$ cat src/usc_defines.svh
// Purpose: offsets, field positions, reset values and bit-time counts
//   for the second status and third control registers of the serial port.
// Assumes: 32-bit classic Wishbone, byte offsets, 8-bit registers in bits 7:0.
// Notes: the offsets, field positions and bit-time counts used by the design live here as macros.
// Behaviour
// - break flag sets on a detected break while break detection enabled; write 1 clears
// - edge flag sets on active receive edge, falling or rising per inversion
// - receive inversion flips the receive input for every receiver purpose
// - in standby, waking idle sets idle flag only when wake-idle-report is 1
// - transmit break is 10 or 13 bit times, one more in nine-bit mode
// - long transmit break never changes receive framing error detection
// - receive break threshold 10 bits, or 11 with break detection, +1 nine-bit
// - break detection enable blocks framing-error and buffer-full flags from setting
// - receiver-active sets on valid start bit, clears on idle line detection
// - received ninth bit reads in control three bit 7
// - data write sends nine bits using stored transmit ninth bit, which persists
// - single-wire mode: direction bit makes transmit pin input at 0, output at 1
// - transmit inversion flips the transmit output for every purpose
// - overrun flag and its enable raise an interrupt request
// - noise flag and its enable raise an interrupt request
// - framing-error flag and its enable raise an interrupt request
// - parity-error flag and its enable raise an interrupt request
// - character length selects eight or nine data bits, ten or eleven bit frame
// - idle means a full character time idle after activity
`ifndef USC_DEFINES_SVH
`define USC_DEFINES_SVH

// register byte offsets
`define USC_OFS_STATUS_TWO 8'h00
`define USC_OFS_CONTROL_THREE 8'h04

// serial_status_two fields
`define USC_S2_LBK_FLAG 7
`define USC_S2_EDGE_FLAG 6
`define USC_S2_RX_INVERT 4
`define USC_S2_WAKE_IDLE 3
`define USC_S2_LONG_BRK 2
`define USC_S2_LBK_EN 1
`define USC_S2_RX_ACTIVE 0

// serial_control_three fields
`define USC_C3_RX_NINTH 7
`define USC_C3_TX_NINTH 6
`define USC_C3_SW_DIR 5
`define USC_C3_TX_INVERT 4
`define USC_C3_OVR_IE 3
`define USC_C3_NOISE_IE 2
`define USC_C3_FRAME_IE 1
`define USC_C3_PARITY_IE 0

// reset values
`define USC_S2_RESET 8'h00
`define USC_C3_RESET 8'h00

// bit-time counts for eight data bits; nine-bit mode adds one
`define USC_FRAME_BITS 4'hA
`define USC_TX_BRK_SHORT 4'hA
`define USC_TX_BRK_LONG 4'hD
`define USC_RX_BRK_NORM 4'hA
`define USC_RX_BRK_LIN 4'hB

`endif

$ cat src/usc_pkg.sv
// Purpose: types shared by the serial status/control logic.
// Assumes: usc_defines.svh supplies the offsets, field positions and bit-time counts.
// Notes: the line monitor and the status/control module each keep all of their state in one packed struct.
package usc_pkg;

  // state of the register and pin logic
  typedef struct packed {
    logic ack;
    logic [7:0] rdData;
    logic lbkFlag;
    logic edgeFlag;
    logic rxInvert;
    logic wakeIdleReport;
    logic longTxBreak;
    logic lbkDetectEn;
    logic rxActive;
    logic rxNinth;
    logic txNinth;
    logic singleWireDir;
    logic txInvert;
    logic [3:0] irqEn;
    logic rxLine;
    logic txPin;
    logic txPinOeN;
    logic [3:0] irqReq;
  } usc_main_state_t;

  // state of the line monitor
  typedef struct packed {
    logic [3:0] lowCnt;
    logic [3:0] highCnt;
    logic active;
    logic breakSeen;
    logic idleSeen;
  } usc_mon_state_t;

  // a base bit count, stretched by one in nine-bit mode
  function automatic logic [3:0] usc_bit_len(input logic [3:0] base, input logic nine);
    usc_bit_len = base + {3'h0, nine};
  endfunction : usc_bit_len

endpackage : usc_pkg

$ cat src/usc_line_monitor.sv
// Purpose: watches the polarity-corrected receive line for breaks and idle.
// Assumes: bitTick pulses once per bit time at the bit sample point.
// Notes: the low count saturates so a held-low line reports one break only.
`timescale 1ns/1ps
`include "usc_defines.svh"
module usc_line_monitor
  import usc_pkg::*;
(
  input wire logic sys_clk,
  input wire logic srst,
  input wire logic rxLine,
  input wire logic bitTick,
  input wire logic charNine,
  input wire logic lbkDetectEn,
  output logic breakSeen,
  output logic idleSeen
);

  usc_mon_state_t s;
  usc_mon_state_t next_s;
  logic [3:0] breakThr;
  logic [3:0] frameBits;

  // thresholds; transmit break length plays no part here
  assign breakThr = usc_bit_len(lbkDetectEn ? `USC_RX_BRK_LIN : `USC_RX_BRK_NORM,
                                charNine);
  assign frameBits = usc_bit_len(`USC_FRAME_BITS, charNine);

  // low-run and high-run counters, one step per bit time
  always_comb begin
    next_s = s;
    next_s.breakSeen = 1'b0;
    next_s.idleSeen = 1'b0;
    if (bitTick) begin
      if (!rxLine) begin
        next_s.highCnt = 4'h0;
        next_s.active = 1'b1;
        if (s.lowCnt != 4'hF) begin
          next_s.lowCnt = s.lowCnt + 4'h1;
        end
        if (s.lowCnt + 4'h1 == breakThr) begin
          next_s.breakSeen = 1'b1;
        end
      end else begin
        next_s.lowCnt = 4'h0;
        if (s.active) begin
          next_s.highCnt = s.highCnt + 4'h1;
          // a full character of idle only counts after some activity
          if (s.highCnt + 4'h1 == frameBits) begin
            next_s.idleSeen = 1'b1;
            next_s.active = 1'b0;
            next_s.highCnt = 4'h0;
          end
        end
      end
    end
  end

  // state register
  always_ff @(posedge sys_clk) begin
    if (srst) begin
      s <= '0;
    end else begin
      s <= next_s;
    end
  end

  assign breakSeen = s.breakSeen;
  assign idleSeen = s.idleSeen;

endmodule : usc_line_monitor

$ cat src/usc_status_control.sv
// Purpose: second status and third control registers of the serial port,
//   with receive/transmit polarity, break and edge flags, receiver-active
//   status, ninth data bits, single-wire direction and error requests.
// Assumes: shifters, baud generator and first status register sit outside
//   and exchange strobes with this block on sys_clk.
// Notes: registers are reached over classic Wishbone; one-cycle ack.
//
// Design decisions made here: the register offsets and register access over Wishbone.
`timescale 1ns/1ps
`include "usc_defines.svh"
module usc_status_control
  import usc_pkg::*;
(
  input wire logic sys_clk,
  input wire logic srst,
  // wishbone slave
  input wire logic wb_cyc_i,
  input wire logic wb_stb_i,
  input wire logic wb_we_i,
  input wire logic [7:0] wb_adr_i,
  input wire logic [3:0] wb_sel_i,
  input wire logic [31:0] wb_dat_i,
  output logic [31:0] wb_dat_o,
  output logic wb_ack_o,
  // receive pin and receiver side
  input wire logic rxPin,
  input wire logic bitTick,
  input wire logic charNine,
  input wire logic rxStandby,
  input wire logic startBitValid,
  input wire logic framingErrReq,
  input wire logic rxFullReq,
  input wire logic rxNinthIn,
  output logic rxLine,
  output logic framingErrSet,
  output logic rxFullSet,
  output logic idleFlagSet,
  // error flags held in the first status register
  input wire logic overrunFlag,
  input wire logic noiseFlag,
  input wire logic framingErrFlag,
  input wire logic parityErrFlag,
  output logic overrunIrq,
  output logic noiseIrq,
  output logic framingIrq,
  output logic parityIrq,
  output logic errIrq,
  // transmitter side and transmit pin
  input wire logic txLineRaw,
  input wire logic loopSelect,
  input wire logic rxSourceSelect,
  output logic [3:0] txBreakBits,
  output logic txNinthBit,
  output logic txPin,
  output logic txPinOeN
);

  usc_main_state_t s;
  usc_main_state_t next_s;

  // bus decode
  logic busReq;
  logic wrStatus;
  logic wrControl;
  logic [7:0] wrByte;

  // line events
  logic breakSeen;
  logic idleSeen;
  logic activeEdge;
  logic singleWire;

  // register images as software reads them
  logic [7:0] statusImage;
  logic [7:0] controlImage;

  // a new request is taken while no ack is out, so each access gets one ack
  assign busReq = wb_cyc_i && wb_stb_i && !s.ack;
  assign wrByte = wb_dat_i[7:0];
  // only byte lane 0 carries register data; other lanes are ignored
  assign wrStatus = busReq && wb_we_i && wb_sel_i[0] &&
                    (wb_adr_i == `USC_OFS_STATUS_TWO);
  assign wrControl = busReq && wb_we_i && wb_sel_i[0] &&
                     (wb_adr_i == `USC_OFS_CONTROL_THREE);

  // break and idle timing on the corrected line
  usc_line_monitor u_monitor (
    .sys_clk(sys_clk),
    .srst(srst),
    .rxLine(s.rxLine),
    .bitTick(bitTick),
    .charNine(charNine),
    .lbkDetectEn(s.lbkDetectEn),
    .breakSeen(breakSeen),
    .idleSeen(idleSeen)
  );

  // the corrected line idles high, so an active edge is always high to low;
  // watching the corrected line covers both polarities in one comparator
  assign activeEdge = s.rxLine && !(rxPin ^ s.rxInvert);

  assign singleWire = loopSelect && rxSourceSelect;

  // status two as read: bit 5 is reserved and reads zero
  always_comb begin
    statusImage = 8'h00;
    statusImage[`USC_S2_LBK_FLAG] = s.lbkFlag;
    statusImage[`USC_S2_EDGE_FLAG] = s.edgeFlag;
    statusImage[`USC_S2_RX_INVERT] = s.rxInvert;
    statusImage[`USC_S2_WAKE_IDLE] = s.wakeIdleReport;
    statusImage[`USC_S2_LONG_BRK] = s.longTxBreak;
    statusImage[`USC_S2_LBK_EN] = s.lbkDetectEn;
    statusImage[`USC_S2_RX_ACTIVE] = s.rxActive;
  end

  // control three as read
  always_comb begin
    controlImage = 8'h00;
    controlImage[`USC_C3_RX_NINTH] = s.rxNinth;
    controlImage[`USC_C3_TX_NINTH] = s.txNinth;
    controlImage[`USC_C3_SW_DIR] = s.singleWireDir;
    controlImage[`USC_C3_TX_INVERT] = s.txInvert;
    controlImage[`USC_C3_OVR_IE] = s.irqEn[3];
    controlImage[`USC_C3_NOISE_IE] = s.irqEn[2];
    controlImage[`USC_C3_FRAME_IE] = s.irqEn[1];
    controlImage[`USC_C3_PARITY_IE] = s.irqEn[0];
  end

  // next-state logic for the whole block
  always_comb begin
    next_s = s;

    // bus answer: ack one cycle after the request, dropped the cycle after
    next_s.ack = busReq;
    if (busReq && !wb_we_i) begin
      // unmapped addresses read zero and are still acknowledged
      unique case (wb_adr_i)
        `USC_OFS_STATUS_TWO: next_s.rdData = statusImage;
        `USC_OFS_CONTROL_THREE: next_s.rdData = controlImage;
        default: next_s.rdData = 8'h00;
      endcase
    end

    // control bits of status two; flags and receiver-active are not written
    if (wrStatus) begin
      next_s.rxInvert = wrByte[`USC_S2_RX_INVERT];
      next_s.wakeIdleReport = wrByte[`USC_S2_WAKE_IDLE];
      next_s.longTxBreak = wrByte[`USC_S2_LONG_BRK];
      next_s.lbkDetectEn = wrByte[`USC_S2_LBK_EN];
    end

    // break flag: write 1 clears, 0 leaves it, a new break wins the cycle
    if (wrStatus && wrByte[`USC_S2_LBK_FLAG]) begin
      next_s.lbkFlag = 1'b0;
    end
    if (breakSeen && s.lbkDetectEn) begin
      next_s.lbkFlag = 1'b1;
    end

    // edge flag: same clearing scheme, held until software clears it
    if (wrStatus && wrByte[`USC_S2_EDGE_FLAG]) begin
      next_s.edgeFlag = 1'b0;
    end
    if (activeEdge) begin
      next_s.edgeFlag = 1'b1;
    end

    // receiver-active: a start bit in the same cycle as idle keeps it set
    if (idleSeen) begin
      next_s.rxActive = 1'b0;
    end
    if (startBitValid) begin
      next_s.rxActive = 1'b1;
    end

    // received ninth bit follows each character actually loaded
    if (rxFullReq && !s.lbkDetectEn) begin
      next_s.rxNinth = rxNinthIn;
    end

    // control three; bit 7 is read-only and writes to it are dropped
    if (wrControl) begin
      next_s.txNinth = wrByte[`USC_C3_TX_NINTH];
      next_s.singleWireDir = wrByte[`USC_C3_SW_DIR];
      next_s.txInvert = wrByte[`USC_C3_TX_INVERT];
      next_s.irqEn[3] = wrByte[`USC_C3_OVR_IE];
      next_s.irqEn[2] = wrByte[`USC_C3_NOISE_IE];
      next_s.irqEn[1] = wrByte[`USC_C3_FRAME_IE];
      next_s.irqEn[0] = wrByte[`USC_C3_PARITY_IE];
    end

    // receive input corrected once, so every receiver use sees one polarity
    next_s.rxLine = rxPin ^ s.rxInvert;

    // transmit output inverted after the shifter, covering break and idle too
    next_s.txPin = txLineRaw ^ s.txInvert;

    // pin driven except in single-wire mode with the direction bit low
    next_s.txPinOeN = singleWire && !s.singleWireDir;

    // error requests are levels: flag and enable both high
    next_s.irqReq[3] = overrunFlag && s.irqEn[3];
    next_s.irqReq[2] = noiseFlag && s.irqEn[2];
    next_s.irqReq[1] = framingErrFlag && s.irqEn[1];
    next_s.irqReq[0] = parityErrFlag && s.irqEn[0];
  end

  // state register; reset clears everything except rxLine and txPin, which reset high
  always_ff @(posedge sys_clk) begin
    if (srst) begin
      s <= '0;
      s.rxLine <= 1'b1;
      s.txPin <= 1'b1;
    end else begin
      s <= next_s;
    end
  end

  // bus outputs
  assign wb_ack_o = s.ack;
  assign wb_dat_o = {24'h000000, s.rdData};

  // receiver strobes; with break detection on, framing and full are held off
  assign framingErrSet = framingErrReq && !s.lbkDetectEn;
  assign rxFullSet = rxFullReq && !s.lbkDetectEn;
  // idle in standby is reported only when asked for
  assign idleFlagSet = idleSeen && (!rxStandby || s.wakeIdleReport);

  // pins and line toward the shifters
  assign rxLine = s.rxLine;
  assign txPin = s.txPin;
  assign txPinOeN = s.txPinOeN;

  // break length for the transmitter; receiver framing ignores it
  assign txBreakBits = usc_bit_len(s.longTxBreak ? `USC_TX_BRK_LONG : `USC_TX_BRK_SHORT,
                                   charNine);
  // the shifter latches this with the data byte on each data write
  assign txNinthBit = s.txNinth;

  // interrupt requests
  assign overrunIrq = s.irqReq[3];
  assign noiseIrq = s.irqReq[2];
  assign framingIrq = s.irqReq[1];
  assign parityIrq = s.irqReq[0];
  assign errIrq = |s.irqReq;

endmodule : usc_status_control

$ cat config.mk
export PLATFORM = sky130hd
export DESIGN_NAME = usc_status_control
export DESIGN_NICKNAME = d
export VERILOG_FILES = /design/src/usc_pkg.sv /design/src/usc_line_monitor.sv /design/src/usc_status_control.sv
export VERILOG_INCLUDE_DIRS = /design/src
export SDC_FILE = /design/constraint.sdc
export NUM_CORES = 1
export LEC_CHECK = 0
export ABC_AREA = 1
export BUFFER_PORTS_ARGS = -buffer_cell sky130_fd_sc_hd__buf_2
export CORE_MARGIN = 2
export CORE_UTILIZATION = 40
export DETAILED_ROUTE_END_ITERATION = 16
export HOLD_SLACK_MARGIN = 0.1
export PLACE_DENSITY = 0.76
export SYNTH_ARGS = -nofsm -noshare
export SYNTH_HDL_FRONTEND = slang
export SYNTH_HIERARCHICAL = 1
export SYNTH_SLANG_ARGS = --single-unit
$ cat constraint.sdc
create_clock -name sys_clk -period 2.2 [get_ports sys_clk]
set_clock_uncertainty 0.15 [all_clocks]
set_input_delay 0.11 -clock sys_clk [delete_from_list [all_inputs] [get_ports sys_clk]]
set_output_delay 0.11 -clock sys_clk [all_outputs]
set_load 0.02 [all_outputs]
# ---- Word-level counts from Yosys, hierarchy flattened
# Index checks and enable logic that the tools add are counted.
dict set report totals {
  regBits 42
  inputBits 64
}
dict set report classes {
  addsub 5
  n_eq_ne 5
  n_mux 15
  n_bitwise 5
  n_reduce_logical 37
}
# op n
set op_table {}
lappend op_table {{logical AND 1 bit} 20}
lappend op_table {{case mux 8 bit (2 select lines)} 1}
lappend op_table {{2-to-1 mux 5 bit} 2}
lappend op_table {{2-to-1 mux 1 bit} 9}
lappend op_table {{2-to-1 mux 9 bit} 1}
lappend op_table {{adder 4 x 1 -> 4 bit} 2}
lappend op_table {{adder 4 x 1 -> 4 bit (second input constant)} 2}
lappend op_table {{equality test 4 bit} 2}
lappend op_table {{equality test 8 x 3 -> 1 bit (second input constant)} 1}
lappend op_table {{logical NOT 8 bit} 1}
lappend op_table {{nonzero test 2 bit} 4}
lappend op_table {{OR reduction 4 bit} 2}
lappend op_table {{logical NOT 1 bit} 6}
lappend op_table {{adder 4 x 1 -> 4 bit (first input constant)} 1}
lappend op_table {{2-to-1 mux 4 bit} 1}
lappend op_table {{!= test 4 bit (second input constant)} 1}
lappend op_table {{AND reduction 2 bit} 2}
lappend op_table {{2-to-1 mux 3 bit} 1}
lappend op_table {{NOT 1 bit} 3}
lappend op_table {{OR reduction 3 bit} 1}
lappend op_table {{!= test 2 x 1 -> 1 bit (second input constant)} 1}
lappend op_table {{bitwise XOR 1 bit} 2}
lappend op_table {{logical OR 1 bit} 1}

# ---- Longest topological paths before layout
# Gate-level depths: netlist (run 1).
dict set report logic_depth {
  ltp_word 8
  ltp_mapped 9
  ltp_nobuf 8
}

# ---- Cells and area by module
# Netlist (run 1), hierarchy kept.
# mod instances cells_per_inst area_each_um2
set by_module_without_submodules {}
lappend by_module_without_submodules {usc_status_control 1 217 1620.3}
lappend by_module_without_submodules {usc_line_monitor 1 83 606.8}

# ---- Worst setup path before layout (run 1)
# OpenSTA, ideal clock, no wires.
dict set report synth_path {
  path_type {register to register}
  from {register u_monitor/s[3] (netlist name)}
  to {register u_monitor/s[2] (netlist name)}
  setup_ns 0.116
  arrival_ns 1.023
  t_required_ns 1.934
  path_slack_ns 0.911
  stages_incl_launch_ff 7
  n_path_buf 0
  period_less_slack_ns 1.289
  path_cell_list {dfxtp_1 ha_1 nand3_1 nor2_1 nand2_2 nand2_2 a21oi_2}
}
dict set report synth_via {
  elab_chain_len 5
}
# element line
set synth_lines {}
lappend synth_lines {{from (decl)} usc_line_monitor.sv:19} ;# usc_mon_state_t s;
lappend synth_lines {{from (signal assigned)} usc_line_monitor.sv:64} ;# s <= next_s;
lappend synth_lines {{adder 4 x 1 -> 4 bit} usc_line_monitor.sv:49} ;# if (s.highCnt + 4'h1 == frameBits) begin
lappend synth_lines {{equality test 4 bit} usc_line_monitor.sv:49}
lappend synth_lines {{2-to-1 mux 5 bit} usc_line_monitor.sv:49}
lappend synth_lines {{2-to-1 mux 5 bit} usc_line_monitor.sv:46} ;# if (s.active) begin
lappend synth_lines {{2-to-1 mux 9 bit} usc_line_monitor.sv:35} ;# if (!rxLine) begin
# No other way between the ends. The select of a mux whose other input is x is not followed.
# A chain may end at the register's enable or synchronous reset.

==> impl_results.md, run 1 <==
- Synth Flop Type: dfxtp_1
- FF/Latch Area: 841 µm²
- DRT iter0 DRCs: 109
- Tot Pwr: 1.49 mW
- Routed Antenna Nets: 0
- CP endpoint: controlImage[7]
- Tcrit/Tclk final: 0.930
- Pleak: 1.34 nW
- Pre-CTS WS: 0.680 ns
- Vias: 2,062
- Min Tclk post-route: 2.05 ns
- Clock root cell: clkbuf_8
- Worst hold path class: in -> reg
- TritonRoute pass-1 iters: 4
- HPWL after detailed placement: 3420 µm
- Switch share: 0.269
- Sequential element share of the synthesized area: 0.378
- Clock net sink count: 42
- Unrepaired setup endpoints after global routing: no
- Initial antenna violation count: 0
- Critical Path Source: rxNinthIn
- DRC Markers: 0
- FF-to-FF End: controlImage[7]
- Synth Cell Area: 2230 µm²
- Pins Over Slew Limit: 0
- Synth top area cells: dfxtp_1, buf_4, nand2_1
- Status: completed
- Placed inst area: 2410 µm²
- Core Footprint: 5440 µm²
- IO Port Bufs: 60
- Routed WL per cell: 10.4 µm
- Initial Util: 0.409
- CTS H-tree lvls: 2
- R2R setup slack: 0.22 ns
- Syn_area_per_cell: 7.42 µm²
- Cell Pwr Density: 519 nW/µm²
- Ant diodes: 0
- GPL Wtd Cong: 0.819
- Critical path class: in -> reg
- Setup crit start kind: input pin
- Critical Path RT: 2.23 ns
- Hold Vio Cnt, Final: 0
- Synth async-reset ratio: 0
- Largest net degree at the start of global routing: 17
- Global-route wire length before repair: 7850 µm
- Tot GR Track Use: 0.158
- Post-synth EDFFs: 0
- Die Footprint: 6180 µm²
- Total wire length: 4790 µm
- Gates resized, CTS repair: 0
- Vias in the first global route: 1,899
- Int Pwr: 1.09 mW
- TritonCTS clock tree: yes
- Comb pwr share: 0.147
- Distinct cells, synth: 29
- Clock transition at path regs: 0.08 ns
- Clock power frac: 0.326
- CP endpoint kind: flip-flop
- Fillcell total: 560
- Post-Layout Inst Area: 2870 µm²
- Slack of the critical path: 0.155 ns
- Die W: 78.6 µm
- Vias per cell: 4.46
- Row count: 27
- Nets: 458
- P_sw: 402 µW
- Gr ovfl total: 0
- Yosys warns: 6
- IO Count: 113
- Sequential share of power: 0.527
- Layout cell share with drive strength beyond 1: 0.251
- Count leader, synth: nand2_1
- Largest area contributor in the netlist: dfxtp_1
- Setup tns final: 0 ns
- Fmax achieved: 489 MHz
- Die Span Y: 78.6 µm
- Crit-path max FO: 1
- Final-report setup violation count: 0
- Area of the multi-input gates: 1060 µm²
- Post-synth top area share: 0.378
- Max-cap viol count: 0
- Crit path DAT: 2.08 ns
- Worst skew pair latency: 0.30 ns
- R2r worst-path depth: 4
- Worst r2r src: s[16]
- VDD IR-drop max: 0.302 mV
- Area grow syn2layout: 29.0%
- Synth top cells by count: nand2_1, dfxtp_1, nand3_1
- Post-synthesis cell count: 300
- Seq cells post-synth: 42
- TritonCTS Buffers: 5
- Max Buffers Root-to-Sink: 2
==> cell families (layout without fill, tap and decap cells) <==
| family | count (synthesis) | after routing | share of synthesized area |
|---|---|---|---|
| AO/OA/AOI/OAI | 31 | 31 | 0.0781 |
| XOR/XNOR | 5 | 5 | 0.0197 |
| adder cells (fa/ha/maj) | 5 | 5 | 0.0281 |
| buffers and inverters | 70 | 137 | 0.187 |
| flip-flops | 42 | 42 | 0.378 |
| other | 2 | 25 | 0.00337 |
| AND/OR/NAND/NOR | 145 | 145 | 0.306 |
==> routing by layer <==
metal | wire length (µm) | vias up | part of all wire | global-route usage
met4 | 58 | 0 | 0.012 | 0.0474
met5 | 0 | - | 0 | 0
li1 | - | 1071 | - | -
met2 | 2400 | 75 | 0.50 | 0.297
met1 | 1980 | 908 | 0.41 | 0.177
met3 | 345 | 8 | 0.072 | 0.0322
==> state kept, by name (all words and copies together) (netlist names) <==
register,count
rxLine,1
txNinthBit,1
controlImage,7
txPin,1
wb_ack_o,1
overrunIrq,1
wb_dat_o,8
noiseIrq,1
u_monitor/idleSeen,1
u_monitor/s,9
framingIrq,1
txPinOeN,1
u_monitor/breakSeen,1
parityIrq,1
s,7
==> final cells by class <==
type	count	area share
Sequential cell	42	0.293
Timing Repair Buffer	99	0.239
Clock buffer	6	0.0253
Tap cell	72	0.0313
Clock inverter	2	0.00479
Inverter	30	0.0392
Multi-Input combinational cell	211	0.367
==> power by group through the flow <==
stage | clock network, mW | registers (mW) | logic (mW)
floorplan | 0 | 0.806 | 0.151
global placement | 0 | 0.803 | 0.174
detailed placement | 0 | 0.804 | 0.176
CTS | 0.502 | 0.786 | 0.214
global route | 0.535 | 0.788 | 0.242
finish | 0.485 | 0.786 | 0.219
==> worst max-delay path, cell delays in order <==
cell           delay, ns
dlygate4sd3_1       0.53
buf_2               0.12
nor3_1              0.16
dlygate4sd3_1       0.56
nor2_1              0.04
dlygate4sd3_1       0.54
==> worst min path at each step <==
stage | start | to | cells past startpoint
global route | wb_adr_i[0] | s[17] | 6
finish | wb_adr_i[0] | controlImage[3] | 6
global placement | startBitValid | s[15] | 3
CTS | wb_sel_i[0] | controlImage[3] | 5
detailed placement | txLineRaw | txPin | 3
floorplan | srst | u_monitor/s[2] | 1
==> timing repair <==
action	in CTS	in global routing
endpoints found under the setup margin	0	3
hold buffers	32	1
endpoints found under the hold margin	33	2
setup buffers	0	4
==> cells in the final DEF, fill, tap and decap left out, types with 5 or more instances in the layout <==
cell | synthesis | layout
buf_2 | 0 | 60
clkbuf_8 | 0 | 5
nor2_2 | 5 | 5
dfxtp_1 | 42 | 42
nand3_1 | 37 | 37
nor2_1 | 23 | 23
ha_1 | 5 | 5
inv_1 | 27 | 27
conb_1 | 2 | 25
buf_4 | 33 | 5
dlygate4sd3_1 | 0 | 33
a21oi_1 | 20 | 20
nand2_1 | 63 | 63
==> stage by stage <==
step	cells	hold slack, ns	util
floorplan	323	0.0224	-
global placement	417	0.172	0.444
detailed placement	417	0.175	0.444
CTS	457	0.107	0.519
global route	462	0.151	0.528
finish	462	0.111	0.528
Power figures use the tool's default switching activity.
==> run 2, diff against run 1 <==
- RECOVER_POWER: unset -> 50
==> run 2 against run 1 <==
Clock-buffer cell count stayed put. Sequential power hardly changed. Worst setup slack worse by 0.0064 ns.
==> impl_results.md, run 2 (synthesized netlist as in run 1, its figures left out) <==
- Status: completed
- Post-Layout Inst Area: 2840 µm²
- Met3 usage: 0.0322
- Area grow syn2layout: 27.5%
- Area of the multi-input gates: 1050 µm²
- Worst skew pair latency: 0.29 ns
- Max-cap viol count: 0
- Vias per cell: 4.45
- Placed inst area: 2410 µm²
- Pins Over Slew Limit: 0
- Die W: 78.6 µm
- Final-report setup violation count: 0
- Min Tclk post-route: 2.05 ns
- Max reg flops: 9
- Layout cell share with drive strength beyond 1: 0.192
- Tot GR Track Use: 0.158
- Vias: 2,054
- Pre-CTS WS: 0.680 ns
- Non-Filler Instances: 462
- Slowest-stage cell, CP: dlygate4sd3_1
- Routed Antenna Nets: 0
- Critical Path RT: 2.23 ns
- Post-placement cell count: 417
- Max incr delay on CP: 0.57 ns
- Cell Pwr Density: 524 nW/µm²
- Tcrit/Tclk final: 0.933
- Global routing's busiest layer: met2
- DRC Markers: 0
- TritonCTS clock tree: yes
- GR Util met1: 0.177
- TritonRoute pass-1 iters: 4
- Row count: 27
- Total wire length: 4810 µm
- Die Span Y: 78.6 µm
- Setup tns final: 0 ns
- Most frequent cells in the layout: nand2_1, dfxtp_1, buf_2
- Clock transition at path regs: 0.08 ns
- Gr ovfl total: 0
- Critical path class: in -> reg
- Fmax achieved: 487 MHz
- Slew margin rel.: 0.521
- VDD IR-drop max: 0.301 mV
- CP endpoint kind: flip-flop
- Fillcell total: 570
- Top reg by flops: u_monitor/s
- FF/Latch Area: 841 µm²
- Die Footprint: 6180 µm²
- Clock root cell: clkbuf_8
- Routed WL per cell: 10.4 µm
- Largest net degree at the start of global routing: 17
- Initial Util: 0.409
- Nets: 458
- Max Buffers Root-to-Sink: 2
- Commonest non-fill, non-tap cell in the layout: nand2_1
- Met2 Use GR: 0.297
- Unrepaired setup endpoints after global routing: no
- Pleak: 1.26 nW
- Setup crit start kind: input pin
- Core Footprint: 5440 µm²
- Global-route wire length before repair: 7850 µm
- Worst hold path class: in -> reg
- GPL Wtd Cong: 0.819
- Crit-path max FO: 1
- Worst Max-Slew Pin Slew: 0.719 ns
- IO Count: 113
- CP cell instances: dlygate4sd3_1, buf_2, nor3_1, dlygate4sd3_1, nor2_1, dlygate4sd3_1
- Hold Vio Cnt, Final: 0
- IO Port Bufs: 60
- Clock net sink count: 42
- HPWL after detailed placement: 3420 µm
- CTS H-tree lvls: 2
- TritonCTS Buffers: 5
- Tot Pwr: 1.49 mW
- Slack of the critical path: 0.148 ns
- Crit path DAT: 2.08 ns
- DRT iter0 DRCs: 107
- Ant diodes: 0
- CP most frequent cell: dlygate4sd3_1
- Initial antenna violation count: 0
- Vias in the first global route: 1,899
==> run 2: changes by cell type in the layout (fill, tap and decap cells not counted) <==
cell / before / now
buf_4: 5 / 4
o21ai_2: 3 / 2
o21ai_0: 4 / 6
buf_2: 60 / 40
nor2_2: 5 / 4
o21ai_1: 2 / 1
clkbuf_1: 1 / 22
nor2_1: 23 / 24
==> run 2: timing repair <==
action	4_1_cts	5_1_grt
endpoints found under the hold margin	33	2
hold buffers	32	1
buffers inserted	0	4
resized for setup	0	0
endpoints found under the setup margin	0	3
==> run 2: area by class of cell <==
class                      count  area share
clock buffer                   6      0.0256
clock inverter                 2     0.00485
inverter                      30      0.0397
multi-input combinational    211       0.370
sequential                    42       0.296
tap                           72      0.0317
timing repair buffer          99       0.232
==> run 2: where the power goes <==
group	switching (mW)	total [mW]	internal, mW
clock network	0.263	0.487	0.224
logic	0.129	0.216	0.0870
registers	0.0111	0.786	0.775
==> run 2: final timing paths <==
path / from / end / slack [ns] / depth (start not counted)
max: rxNinthIn / controlImage[7] / 0.15 / 6
min: wb_adr_i[0] / controlImage[3] / 0.11 / 6
min reg2reg: controlImage[3] / overrunIrq / 0.30 / 2
max reg2reg: s[16] / controlImage[7] / 0.21 / 4
==> run 2: through the flow <==
stage | util | hold slack [ns]
finish | 0.522 | 0.111
global route | 0.522 | 0.151
CTS | 0.519 | 0.107
detailed placement | 0.444 | 0.175
global placement | 0.444 | 0.172
floorplan | - | 0.0224
==> run 2: layer usage <==
metal	vias to the layer above	wire (µm)	part of all wire
li1	1071	-	-
met3	2	311	0.065
met1	917	2060	0.43
met2	64	2430	0.50
met4	0	17	0.0035
met5	-	0	0
==> run 2: worst max-delay path: cells and delay by family <==
family,cells,cell delay (ns)
buf+inv,4,1.76
simple gates,2,0.20
